[src/logic/sfs_map.vh]
// Constants for the supply fault supervisor: flag positions, timing, test states.
// Assumes a 40 MHz ref_clk; included by the supervisor module only.
`ifndef SFS_MAP_VH
`define SFS_MAP_VH

// ==========================================
// Timing
`define SFS_CLK_MHZ 40
`define SFS_DC2L_QUAL_US 60
// 60 us at 40 MHz, written out at the filter's width
`define SFS_DC2L_QUAL_CYC 16'h0960
`define SFS_DC2U_QUAL_CYC 16'h0010
`define SFS_QUAL_W 16
`define SFS_TMR_TEST_CYC 8'h20
`define SFS_OSC_WIN 8'h40
`define SFS_OSC_MIN 8'h18
`define SFS_OSC_MAX 8'h28
`define SFS_PHASE_CYC 8'h08
`define SFS_SETTLE_CYC 8'h10

// ==========================================
// Detector inputs (det_in bit positions)
`define SFS_NDET 23
`define SFS_D_BAT 0
`define SFS_D_DC1U 1
`define SFS_D_DC1L 2
`define SFS_D_DC1OC 3
`define SFS_D_DC2U 4
`define SFS_D_DC2L 5
`define SFS_D_DC2OC 6
`define SFS_D_SWL 7
`define SFS_D_L1U 8
`define SFS_D_L1L1 9
`define SFS_D_L1L2 10
`define SFS_D_L2U 11
`define SFS_D_L2L 12
`define SFS_D_ADU 13
`define SFS_D_ADL 14
`define SFS_D_T1U 15
`define SFS_D_T1L 16
`define SFS_D_T2U 17
`define SFS_D_T2L 18
`define SFS_D_WRN1 19
`define SFS_D_WRN2 20
`define SFS_D_TSD 21
`define SFS_D_OSC 22
`define SFS_VOLT_LO 0
`define SFS_VOLT_HI 18
`define SFS_VOLT_W 19
`define SFS_DC2U_BIT 4
`define SFS_DC2L_BIT 5

// ==========================================
// Flag registers: 2-bit register address and widths
`define SFS_A_FLAG0 2'h0
`define SFS_A_FLAG1 2'h1
`define SFS_A_FLAG2 2'h2
`define SFS_A_STAT 2'h3
`define SFS_DIAG_W 5
`define SFS_G_DIAG 23
`define SFS_DG_DET 0
`define SFS_DG_TMR 1
`define SFS_DG_OSC 2
`define SFS_DG_TSD 3
`define SFS_DG_DUMMY 4
`define SFS_NFLAG 28

// ==========================================
// Self-test states (one-hot)
`define SFS_ST_W 6
`define SFS_S_DET 6'h01
`define SFS_S_TMR 6'h02
`define SFS_S_OSC 6'h04
`define SFS_S_TSD 6'h08
`define SFS_S_RUN 6'h10
`define SFS_S_HALT 6'h20

`endif

[src/logic/sfs_supervisor.v]
// Supply fault supervisor: detector reactions, self-test, fault flags, interrupt pin.
// Assumes comparator outputs arrive asynchronously and are synchronised here;
// register port is a plain same-clock strobe port driven by a host bridge.
//
// Behaviour
// [RULE1] Voltage reactions off until self-test done
// [RULE2] Hysteretic high/low detection pulls interrupt low
// [RULE3] Core buck detectors qualified, 60 us low
// [RULE4] Optional reset on qualified core-buck low
// [RULE5] Battery low: interrupt, stop all regulators
// [RULE6] Buck1 over: stop both bucks, interrupt
// [RULE7] Buck1 under: buck1 interval mode, interrupt
// [RULE8] Buck1 overcurrent: buck1 interval mode, interrupt
// [RULE9] Main LDO level1 low: suspend and interrupt
// [RULE10] Main LDO level2 low: reset
// [RULE11] Core buck over: stop core buck, interrupt
// [RULE12] Core buck low: protect, interval, interrupt
// [RULE13] Core overcurrent: core buck interval, interrupt
// [RULE14] Trackers, LDOs, switched out: interrupt only
// [RULE15] Warning temperature: interrupt, keep regulating
// [RULE16] Shutdown temperature: stop everything, interrupt
// [RULE17] Self-test during initial reset
// [RULE18] Detector test by comparator test inputs
// [RULE19] Logic check fail blocks normal operation
// [RULE20] Oscillator fail: switch oscillator, interrupt
// [RULE21] Thermal shutdown path checked, interrupt
// [RULE22] Pre-start self-test error holds interrupt low
// [RULE23] Group summary clears when group empty
// [RULE24] Flags survive external reset output
// [RULE25] Interrupt low while unmasked flag set
`timescale 1ns/1ps
`include "sfs_map.vh"

module sfs_supervisor (
  input wire ref_clk,
  input wire srst,
  input wire clk_en,
  input wire [`SFS_NDET-1:0] det_in,
  input wire osc_tick,
  input wire core_low_reset_en,
  input wire [1:0] reg_addr,
  input wire [15:0] reg_wdata,
  input wire reg_wr,
  input wire reg_rd,
  output reg [15:0] reg_rdata,
  output reg det_test_en,
  output reg det_test_level,
  output reg fault_irq_n,
  output reg suspend_out,
  output reg system_reset_n,
  output reg regs_stop,
  output reg buck1_stop,
  output reg buck1_interval,
  output reg core_buck_stop,
  output reg core_buck_interval,
  output reg protect_mode,
  output reg osc_select,
  output reg diag_done
);

  // ==========================================
  // Input synchronisers
  reg [`SFS_NDET-1:0] det_s1;
  reg [`SFS_NDET-1:0] det_s2;
  reg tick_s1;
  reg tick_s2;
  reg tick_s3;

  always @(posedge ref_clk) begin
    if (srst) begin
      det_s1 <= {`SFS_NDET{1'b0}};
      det_s2 <= {`SFS_NDET{1'b0}};
      tick_s1 <= 1'b0;
      tick_s2 <= 1'b0;
      tick_s3 <= 1'b0;
    end else if (clk_en) begin
      det_s1 <= det_in;
      det_s2 <= det_s1;
      tick_s1 <= osc_tick;
      tick_s2 <= tick_s1;
      tick_s3 <= tick_s2;
    end
  end

  wire tick_rise = tick_s2 & ~tick_s3;

  // ==========================================
  // Core buck qualification filters
  // No release level on these comparators, so a glitch filter stands in.
  wire [1:0] core_qual;

  genvar gq;
  generate
    for (gq = 0; gq < 2; gq = gq + 1) begin : g_qual
      // Bit 0 is the over detector, bit 1 the under one
      wire [`SFS_QUAL_W-1:0] lim = (gq == 0) ? `SFS_DC2U_QUAL_CYC : `SFS_DC2L_QUAL_CYC;
      reg [`SFS_QUAL_W-1:0] cnt;
      reg hit;
      always @(posedge ref_clk) begin
        if (srst) begin
          cnt <= {`SFS_QUAL_W{1'b0}};
          hit <= 1'b0;
        end else if (clk_en) begin
          if (!det_s2[`SFS_DC2U_BIT + gq]) begin
            cnt <= {`SFS_QUAL_W{1'b0}};
            hit <= 1'b0;
          end else if (cnt < lim) begin
            cnt <= cnt + {{(`SFS_QUAL_W-1){1'b0}}, 1'b1};
          end else begin
            hit <= 1'b1; // [RULE3]
          end
        end
      end
      // Each filter owns its own state; only the result is shared
      assign core_qual[gq] = hit;
    end
  endgenerate

  // ==========================================
  // Detector test decode
  // True when every voltage comparator reads the given test level
  function sfs_all_at;
    input [`SFS_VOLT_W-1:0] v;
    input lvl;
    begin
      sfs_all_at = (v == {`SFS_VOLT_W{lvl}});
    end
  endfunction

  // ==========================================
  // Self-test sequencer
  reg [`SFS_ST_W-1:0] st;
  reg [7:0] st_cnt;
  reg [7:0] osc_cnt;
  reg osc_bad;
  reg osc_fail_q;
  reg logic_ok;
  reg [`SFS_DIAG_W-1:0] diag_evt;

  always @(posedge ref_clk) begin
    if (srst) begin
      st <= `SFS_S_DET;
      st_cnt <= 8'h00;
      osc_cnt <= 8'h00;
      osc_bad <= 1'b0;
      osc_fail_q <= 1'b0;
      logic_ok <= 1'b0;
      det_test_en <= 1'b1;
      det_test_level <= 1'b0;
      diag_evt <= {`SFS_DIAG_W{1'b0}};
      diag_done <= 1'b0;
    end else if (clk_en) begin
      diag_evt <= {`SFS_DIAG_W{1'b0}};
      st_cnt <= st_cnt + 8'h01;
      case (st)
        `SFS_S_DET: begin
          // Drive test level low, then high; comparators must follow.
          if (st_cnt == `SFS_PHASE_CYC) begin
            if (!sfs_all_at(det_s2[`SFS_VOLT_HI:`SFS_VOLT_LO], 1'b0))
              diag_evt[`SFS_DG_DET] <= 1'b1; // [RULE18]
            det_test_level <= 1'b1;
          end else if (st_cnt == `SFS_SETTLE_CYC) begin
            if (!sfs_all_at(det_s2[`SFS_VOLT_HI:`SFS_VOLT_LO], 1'b1))
              diag_evt[`SFS_DG_DET] <= 1'b1; // [RULE18]
            det_test_level <= 1'b0;
            det_test_en <= 1'b0;
            st_cnt <= 8'h00;
            st <= `SFS_S_TMR;
          end
        end
        `SFS_S_TMR: begin
          // Timer counts a known span; a stuck counter never reaches it.
          if (st_cnt == `SFS_TMR_TEST_CYC) begin
            logic_ok <= 1'b1;
            st_cnt <= 8'h00;
            st <= `SFS_S_OSC;
          end else if (st_cnt > `SFS_TMR_TEST_CYC) begin
            st <= `SFS_S_HALT; // [RULE19]
          end
        end
        `SFS_S_OSC: begin
          if (st_cnt == `SFS_OSC_WIN) begin
            if (osc_cnt < `SFS_OSC_MIN || osc_cnt > `SFS_OSC_MAX)
              osc_bad <= 1'b1;
            st_cnt <= 8'h00;
            osc_cnt <= 8'h00;
            st <= `SFS_S_TSD;
          end else if (tick_rise) begin
            osc_cnt <= osc_cnt + 8'h01;
          end
        end
        `SFS_S_TSD: begin
          // Test level drives the thermal comparator too. The drive is dropped
          // well before the run state, so no test level leaks into reactions.
          if (st_cnt < `SFS_PHASE_CYC) begin
            det_test_en <= 1'b1;
            det_test_level <= 1'b1;
          end else if (st_cnt == `SFS_PHASE_CYC) begin
            if (!det_s2[`SFS_D_TSD])
              diag_evt[`SFS_DG_TSD] <= 1'b1; // [RULE21]
            det_test_en <= 1'b0;
            det_test_level <= 1'b0;
          end else if (st_cnt == `SFS_SETTLE_CYC) begin
            st <= logic_ok ? `SFS_S_RUN : `SFS_S_HALT; // [RULE19]
          end
        end
        `SFS_S_RUN: begin
          diag_done <= 1'b1; // [RULE17]
          st_cnt <= 8'h00;
        end
        `SFS_S_HALT: begin
          st_cnt <= 8'h00;
        end
        default: st <= `SFS_S_HALT;
      endcase
      // Only the onset of a monitor fail switches, else a standing fail would
      // toggle the oscillator every cycle
      osc_fail_q <= det_s2[`SFS_D_OSC];
      if (osc_bad || (st == `SFS_S_RUN && det_s2[`SFS_D_OSC] && !osc_fail_q)) begin
        diag_evt[`SFS_DG_OSC] <= 1'b1; // [RULE20]
        osc_bad <= 1'b0;
      end
    end
  end

  wire running = (st == `SFS_S_RUN);

  // ==========================================
  // Fault flags and interrupt
  // Events are the synchronised levels (core-buck ones from the qualification filters), voltage ones gated until self-test ends.
  // Temperature ones are gated too: the self-test drives those comparators.
  wire [`SFS_NDET-1:0] volt_evt;
  assign volt_evt[`SFS_VOLT_HI:`SFS_VOLT_LO] =
    {det_s2[`SFS_VOLT_HI:`SFS_D_DC2OC], core_qual, det_s2[`SFS_D_DC1OC:`SFS_VOLT_LO]}
    & {`SFS_VOLT_W{running}}; // [RULE1]
  assign volt_evt[`SFS_D_WRN2:`SFS_D_WRN1] = det_s2[`SFS_D_WRN2:`SFS_D_WRN1] & {2{running}}; // [RULE15]
  assign volt_evt[`SFS_D_TSD] = det_s2[`SFS_D_TSD] & running; // [RULE16]
  assign volt_evt[`SFS_D_OSC] = det_s2[`SFS_D_OSC] & running; // [RULE20]

  wire [`SFS_NFLAG-1:0] evt = {diag_evt, volt_evt};
  reg [`SFS_NFLAG-1:0] flags;
  reg [`SFS_NFLAG-1:0] mask;
  reg [`SFS_NFLAG-1:0] clr;

  function [`SFS_NFLAG-1:0] sfs_place;
    input [1:0] a;
    input [15:0] d;
    begin
      sfs_place = {`SFS_NFLAG{1'b0}};
      if (a == `SFS_A_FLAG0)
        sfs_place[15:0] = d;
      else if (a == `SFS_A_FLAG1)
        sfs_place[`SFS_NFLAG-1:16] = d[`SFS_NFLAG-17:0];
    end
  endfunction

  always @* begin
    clr = reg_wr ? sfs_place(reg_addr, reg_wdata) : {`SFS_NFLAG{1'b0}};
  end

  // Flags are cleared by srst and by host writes to FLAG0/FLAG1, never by system_reset_n.
  always @(posedge ref_clk) begin
    if (srst) begin
      flags <= {`SFS_NFLAG{1'b0}};
      mask <= {`SFS_NFLAG{1'b0}};
    end else if (clk_en) begin
      flags <= (flags & ~clr) | evt; // [RULE24] [RULE2] [RULE14]
      if (reg_wr && reg_addr == `SFS_A_STAT)
        mask[15:0] <= reg_wdata;
      if (reg_wr && reg_addr == `SFS_A_FLAG2)
        mask[`SFS_NFLAG-1:16] <= reg_wdata[`SFS_NFLAG-17:0];
    end
  end

  // Group summaries are derived, so they fall only once every bit is gone.
  wire [1:0] grp_sum = {|flags[`SFS_NFLAG-1:16], |flags[15:0]}; // [RULE23]
  wire diag_err = |flags[`SFS_G_DIAG+`SFS_DIAG_W-1:`SFS_G_DIAG];

  // ==========================================
  // Next values of the pin-level reactions
  // A pre-start test error keeps the pin low even while its flags are masked.
  wire next_fault_irq_n = ~(|(flags & ~mask) | (diag_err & ~running)); // [RULE25] [RULE22]
  // Regulators stay stopped until the self-test hands over.
  wire next_regs_stop = ~running | det_s2[`SFS_D_TSD] | volt_evt[`SFS_D_BAT]; // [RULE5] [RULE16]
  // The core low reset is optional, the deep main-LDO low always resets.
  wire next_system_reset_n = running & ~volt_evt[`SFS_D_L1L2] // [RULE10]
    & ~(core_low_reset_en & volt_evt[`SFS_D_DC2L]); // [RULE4]

  // ==========================================
  // Reactions and outputs
  always @(posedge ref_clk) begin
    if (srst) begin
      fault_irq_n <= 1'b1;
      suspend_out <= 1'b0;
      system_reset_n <= 1'b0;
      regs_stop <= 1'b1;
      buck1_stop <= 1'b0;
      buck1_interval <= 1'b0;
      core_buck_stop <= 1'b0;
      core_buck_interval <= 1'b0;
      protect_mode <= 1'b0;
      osc_select <= 1'b0;
      reg_rdata <= 16'h0000;
    end else if (clk_en) begin
      fault_irq_n <= next_fault_irq_n; // [RULE25] [RULE22]
      regs_stop <= next_regs_stop; // [RULE5] [RULE16]
      buck1_stop <= volt_evt[`SFS_D_DC1U]; // [RULE6]
      core_buck_stop <= volt_evt[`SFS_D_DC1U] | volt_evt[`SFS_D_DC2U]; // [RULE6] [RULE11]
      buck1_interval <= volt_evt[`SFS_D_DC1L] | volt_evt[`SFS_D_DC1OC]; // [RULE7] [RULE8]
      core_buck_interval <= volt_evt[`SFS_D_DC2L] | volt_evt[`SFS_D_DC2OC]; // [RULE12] [RULE13]
      protect_mode <= volt_evt[`SFS_D_DC2L]; // [RULE12]
      suspend_out <= volt_evt[`SFS_D_L1L1]; // [RULE9]
      system_reset_n <= next_system_reset_n; // [RULE10] [RULE4]
      if (diag_evt[`SFS_DG_OSC])
        osc_select <= ~osc_select; // [RULE20]
      case (reg_addr)
        `SFS_A_FLAG0: reg_rdata <= flags[15:0];
        `SFS_A_FLAG1: reg_rdata <= {4'h0, flags[`SFS_NFLAG-1:16]};
        `SFS_A_FLAG2: reg_rdata <= {4'h0, mask[`SFS_NFLAG-1:16]};
        default: reg_rdata <= {8'h00, st, grp_sum};
      endcase
      if (!reg_rd)
        reg_rdata <= 16'h0000;
    end
  end

endmodule

[config.mk]
export PLATFORM = sky130hd
export DESIGN_NAME = sfs_supervisor
export DESIGN_NICKNAME = d
export VERILOG_FILES = /design/src/logic/sfs_supervisor.v
export VERILOG_INCLUDE_DIRS = /design/src /design/src/logic
export SDC_FILE = /design/constraint.sdc
export NUM_CORES = 1
export LEC_CHECK = 0
export BUFFER_PORTS_ARGS = -buffer_cell sky130_fd_sc_hd__buf_2
export CAP_MARGIN = 20
export CORE_ASPECT_RATIO = 0.7
export CORE_MARGIN = 3
export CORE_UTILIZATION = 40
export DETAILED_ROUTE_END_ITERATION = 6
export SKIP_LAST_GASP = 1
export SLEW_MARGIN = 20
export SYNTH_ARGS = -nofsm -noshare
export SYNTH_HDL_FRONTEND = slang
export SYNTH_SLANG_ARGS = --single-unit
[constraint.sdc]
create_clock -name ref_clk -period 2.6 [get_ports ref_clk]
set_clock_uncertainty 0.1 [all_clocks]
set_input_delay 0.13 -clock ref_clk [delete_from_list [all_inputs] [get_ports ref_clk]]
set_output_delay 0.13 -clock ref_clk [all_outputs]
set_load 0.01 [all_outputs]
==> results of run 1 <==
[final cells by class]
cell class / instances / area [um^2]
repair buffers: 152 / 1071
multi-input cells: 692 / 4075
fillers: 2013 / 10080
well taps: 270 / 337.8
clock inverters: 14 / 147.6
flip-flops and latches: 196 / 3924
inverters: 44 / 165.2
clock buffers: 17 / 425.4
[power by group through the flow]
stage	Clock, mW	Combinational, mW	Sequential, mW
CTS	2.64	0.640	3.13
detailed placement	0	0.590	3.20
global route	2.75	0.708	3.14
global placement	0	0.587	3.20
finish	2.59	0.646	3.14
floorplan	0	0.388	3.19
[worst paths after layout]
check             depth (start not counted)                 to
setup / recovery                          5         osc_cnt[7]
hold / removal                            2         det_s2[14]
setup reg to reg                          5         osc_cnt[7]
hold reg to reg                           1  g_qual[1].cnt[12]
[logic make-up (layout without fill, tap and decap cells)]
group                    count (synthesis)  in the layout  synth area share [%]
buffers and inverters                  107            227                 4.880
XOR/XNOR                                13             13                 1.354
flip-flops                             196            196                 46.66
adder cells (fa/ha/maj)                  5              5                0.7439
multiplexers                            70             70                 9.240
AO/OA/AOI/OAI                          209            209                 15.76
AND/OR/NAND/NOR                        395            395                 21.37
[worst reg2reg max path: cells and delay by family (launching register included)]
| kind | cells | cell delay [ns] |
|---|---|---|
| flops | 1 | 0.32 |
| compound gates | 1 | 0.12 |
| simple gates | 4 | 1.86 |
[registers in the layout, indices dropped and copies added, names as in the netlist, 2 cells and up]
register    count
det_s1         23
det_s2         23
diag_evt        3
flags          28
g_qual.cnt     32
g_qual.hit      2
mask           28
osc_cnt         8
reg_rdata      16
st              6
st_cnt          8
[per-stage QoR]
stage          setup slack, ns  hold WS [ns]
2_1_floorplan          0.09641        0.1171
3_3_place_gp            0.1588        0.2619
3_5_place_dp            0.1351        0.2726
4_1_cts                 0.1271       0.02076
5_1_grt                0.01325       0.03997
6_report                0.1248       0.03735
[routing by layer]
layer	vias up	GRT usage [%]	wire, um
met5	-	0	0
met4	0	5.816	256
met3	18	4.130	1938
met2	259	27.83	9261
met1	3484	33.98	12310
li1	3712	-	-
[cell usage in the layout (no fill, tap or decap), types with 4 or more instances in the layout]
master,instances
nor3b_1,6
nand3_1,22
or4_1,6
a221oi_1,4
and2_1,11
a21oi_1,85
xor2_1,6
nor4_1,17
a2111oi_0,4
buf_2,74
mux2i_1,63
o31ai_1,5
a31oi_1,9
a211oi_1,5
and3_1,6
inv_1,44
ha_1,5
nor2_1,132
nor2b_1,7
dfxtp_1,196
nand4_1,17
o21a_1,4
nor3_1,21
clkbuf_16,17
o22ai_1,11
o21ai_0,19
o211ai_1,8
nand2b_1,8
a22oi_1,30
xnor2_1,7
dlygate4sd3_1,41
mux4_2,6
buf_4,36
nand2_1,131
clkinv_4,4
==> flow_summary.json, run 1 <==
{
  "dpl-instance-area_um2": 9163,
  "dp.final_hpwl_um": 16670,
  "wirelength_um": 23770,
  "netlist_area_um2": 8409,
  "async_reset_ff_share_pct": 0,
  "power_mw": 6.370,
  "wl_per_cell_um": 17.16,
  "p_leak_nw": 3.870,
  "num_vias": 7473,
  "dr.first_iter.drc_count": 713,
  "pwr-share-clk_pct": 40.6,
  "timing.rr.start": "st[5]",
  "layout-drive-gt1-share_pct": 13.72,
  "crit_chain": "or4_4 -> or3_1 -> or4_4 -> or4_1 -> a21oi_1",
  "rows": 43,
  "cp-end-kind": "flip-flop",
  "cp_slowest_stage_delay_ns": 0.55,
  "slew_viol_final": 0,
  "grt_antenna_before_repair": 0,
  "startpoint_type": "flip-flop",
  "cts-root-buf": "clkbuf_16",
  "core_um2": 20230,
  "ys_warn_count": 0,
  "grtUsageTotal_pct": 21.05,
  "netlist_instances": 995,
  "worst_hold_path_type": "input port to flip-flop",
  "viasPerCell": 5.396,
  "synth_area_per_cell_um2": 8.452,
  "syn_to_final_growth_pct": 20.65,
  "synth_area_leaders": "dfxtp_1, mux2i_1, nor2_1, nand2_1, a21oi_1",
  "cp_common_cell": "or4_4",
  "fin_area_um2": 10150,
  "ys_top_cells_by_count": "dfxtp_1, nor2_1, nand2_1",
  "slowest_stage": "or4_4",
  "post_cts_resized": 0,
  "cp.arrival_ns": 2.74,
  "synth_fp_nets": 1048,
  "yosysTopAreaCellShare_pct": 46.66,
  "cts_buffers": 17,
  "ir_drop_v": 0.0004346,
  "slew_headroom_pct": 48.78,
  "rrSetupSlack_ns": 0.12,
  "yosysMostFrequentCell": "dfxtp_1",
  "dp_cells": 1313,
  "grt_setup_unrepaired": "false",
  "die_w_um": 179.3,
  "die_area_um2": 22830,
  "portBuffers": 76,
  "cp-startpoint": "st[5]",
  "max_freq_mhz": 404.0,
  "grt_remaining_overflow": 0,
  "ys_types": 59,
  "status": "finished clean",
  "critPathBufInv": 0,
  "final_core_util_pct": 50.15,
  "power_density_nw_per_um2": 627.9,
  "clkLatencyLatePin_ns": 0.44,
  "worst_slew_pin_slew_ns": 0.7682,
  "layout_min_cycle_time_ns": 2.475,
  "tns_ns": 0,
  "max_cap_violations": 0,
  "crit_type": "flip-flop to flip-flop",
  "cts_setup_buffers": 0,
  "combinationalPowerShare_pct": 10.1,
  "worst-path-max-fanout": 6,
  "swShare_pct": 26.09,
  "synth_area_leader_cell": "dfxtp_1",
  "chipHeight_um": 127.3,
  "p_seq_share_pct": 49.2,
  "grt_start_max_net_pins": 76,
  "drc": 0,
  "hold_buffers": 41,
  "worstPathRequired_ns": 2.87,
  "setup_viol": 0,
  "stdcell_count": 1385,
  "power.switching_mw": 1.662,
  "cts.clk_slew.worst_paths_ns": 0.07,
  "critPathTopFamily": "simple AND/OR/NAND/NOR gates",
  "fin_nets": 1156,
  "min-delay-start": "srst",
  "synth_flop_cell": "dfxtp_1",
  "htreeDepth": 4,
  "ys_ff_latch": 196,
  "hold_violations": 0,
  "first_global_vias": 6841,
  "p_int_mw": 4.708,
  "cts_tree": "yes",
  "ios": 77,
  "post-route-period-util_pct": 95.20,
  "clock-sinks": 196,
  "synth_edf_count": 0,
  "place.gp.congestion": 0.8756,
  "ant_nets": 0,
  "grt_pass1_wl_um": 37750,
  "start_util_pct": 41.57,
  "yosysSeqAreaShare_pct": 46.66,
  "clock_path_buffers": 2,
  "diodes": 0,
  "drt-pass1-iter-count": 5
}
(Power assumes the default switching activity.)
==> run 2: changes to the inputs <==
==> constraint.sdc (replaced) <==
create_clock -name ref_clk -period 2.6 [get_ports ref_clk]
set_clock_uncertainty 0.1 [all_clocks]
set_input_delay 0.39 -clock ref_clk [delete_from_list [all_inputs] [get_ports ref_clk]]
set_output_delay 0.39 -clock ref_clk [all_outputs]
set_load 0.01 [all_outputs]
==> run 2 against run 1 <==
  * Critical path depth stayed put
  * Non-clock buffer count fell by 43
  * Routed wire length decreased by 0.75%
  * Combinational power shrank 7.9%
  * Register-to-register slack hardly changed
  * First-iteration DRC count is 3.6% lower
  * Cell area down 3.8%
  * Sequential share of layout area increased by 1.5 points
  * Global-route usage is 0.35 points lower
  * Largest cell class unchanged
  * Clock-buffer cell count increased by 3
  * Cell count is 3.1% lower
==> flow_summary.json, run 2 (synthesized netlist as in run 1, its figures left out) <==
{
  "status": "finished clean",
  "grt_setup_unrepaired": "false",
  "wl_per_cell_um": 17.58,
  "place.gp.congestion": 0.8661,
  "htreeDepth": 4,
  "num_vias": 7358,
  "start_util_pct": 41.57,
  "cts_setup_buffers": 0,
  "setup_viol": 0,
  "crit_type": "flip-flop to flip-flop",
  "syn_to_final_growth_pct": 16.01,
  "clock_path_buffers": 2,
  "dr.first_iter.drc_count": 687,
  "startpoint_type": "flip-flop",
  "clock-sinks": 196,
  "cp-startpoint": "st[5]",
  "max_cap_violations": 0,
  "dpl-instance-area_um2": 9148,
  "first_global_vias": 6643,
  "hold_buffers": 0,
  "power_density_nw_per_um2": 664.4,
  "ir_drop_v": 0.0004223,
  "worst-path-max-fanout": 6,
  "layout_min_cycle_time_ns": 2.461,
  "viasPerCell": 5.483,
  "regMostFlops": "g_qual.cnt",
  "worstPathRequired_ns": 2.86,
  "worst_hold_path_type": "input port to flip-flop",
  "fin_area_um2": 9756,
  "grt_start_max_net_pins": 157,
  "rows": 43,
  "mostFrequentLayoutCell": "dfxtp_1",
  "clkLatencyLatePin_ns": 0.44,
  "p_leak_nw": 3.705,
  "grtUsageTotal_pct": 20.70,
  "worst_slew_pin_slew_ns": 0.7740,
  "portBuffers": 76,
  "rrSetupSlack_ns": 0.14,
  "wirelength_um": 23590,
  "cp.arrival_ns": 2.73,
  "drc": 0,
  "cts.clk_slew.worst_paths_ns": 0.07,
  "tns_ns": 0,
  "cts_tree": "yes",
  "slew_headroom_pct": 48.40,
  "crit_path_end": "osc_cnt[7]",
  "die_w_um": 179.3,
  "chipHeight_um": 127.3,
  "ant_nets": 0,
  "cts-root-buf": "clkbuf_16",
  "grt_remaining_overflow": 0,
  "layout_common_cells": "dfxtp_1, nor2_1, nand2_1, a21oi_1, buf_2",
  "max_freq_mhz": 406.3,
  "reg2reg_to": "osc_cnt[7]",
  "top_regs": "g_qual.cnt x32, flags x28, mask x28",
  "final_core_util_pct": 48.22,
  "grt_antenna_before_repair": 0,
  "drt-pass1-iter-count": 5,
  "slew_viol_final": 0,
  "grt_pass1_wl_um": 36900,
  "min-delay-start": "det_in[2]",
  "cts_buffers": 17,
  "hold_violations": 0,
  "fin_nets": 1113,
  "layout-drive-gt1-share_pct": 13.99,
  "post-route-period-util_pct": 94.67,
  "timing.rr.start": "st[5]",
  "diodes": 0,
  "post_cts_resized": 0,
  "cp-end-kind": "flip-flop",
  "r2r_cells": 5,
  "dp.final_hpwl_um": 16230,
  "die_area_um2": 22830,
  "largest_reg_flops": 32,
  "ios": 77,
  "core_um2": 20230
}
-- run 2: changes by cell type in the layout (fill, tap and decap cells not counted), sizes merged --
cell         change
buf              -2
bufinv           +2
clkbuf           +3
clkinv           -1
dlygate4sd3     -41
inv              -4
-- run 2: stage by stage --
stage	cells	power, mW	hold WS [ns]	setup WS [ns]
final	1342	6.482	0.09002	0.1387
after global routing	1342	6.716	0.09171	0.04074
after CTS	1342	6.511	0.07074	0.1383
after detailed placement	1311	3.795	0.3391	0.1445
after global placement	1311	3.790	0.3375	0.1667
after floorplan	995	3.575	0.3205	0.09641
-- run 2: worst min-delay path by stage --
stage | cells after the start | end | slack, ns
3_3_place_gp | 1 | g_qual[1].cnt[12] | 0.34
2_1_floorplan | 1 | g_qual[1].cnt[15] | 0.32
6_report | 3 | det_s1[2] | 0.09
4_1_cts | 3 | det_s1[18] | 0.07
5_1_grt | 3 | det_s1[11] | 0.09
3_5_place_dp | 1 | g_qual[1].cnt[15] | 0.34
-- run 2: worst max-delay path, stage by stage, from the launching register on --
cell and delay, ns:
dfxtp_1 0.31, or4_4 0.55, or3_1 0.34, or4_4 0.56, or4_1 0.41, a21oi_1 0.12
-- run 2: cell type report --
class                   count  area [um^2]
well taps                 270        337.8
inverters                  44        165.2
multi-input cells         692         4075
fillers                  2018        10470
clock buffers              20        456.7
flip-flops and latches    196         3924
clock inverters            11        151.4
repair buffers            109        645.6
-- run 2: routing by layer --
metal	share of wire [%]	track usage (%)	vias to the layer above
met5	0	0	-
met4	0.73	3.589	0
met3	8.3	5.229	16
met2	38	25.83	287
met1	53	34.84	3424
li1	-	-	3631
-- run 2: power breakdown --
group          leakage (nW)  internal [mW]  switching [mW]  total, mW
Clock                 0.296           1.57            1.18       2.75
Combinational          1.82          0.246           0.349      0.595
Sequential             1.59           3.07          0.0657       3.14
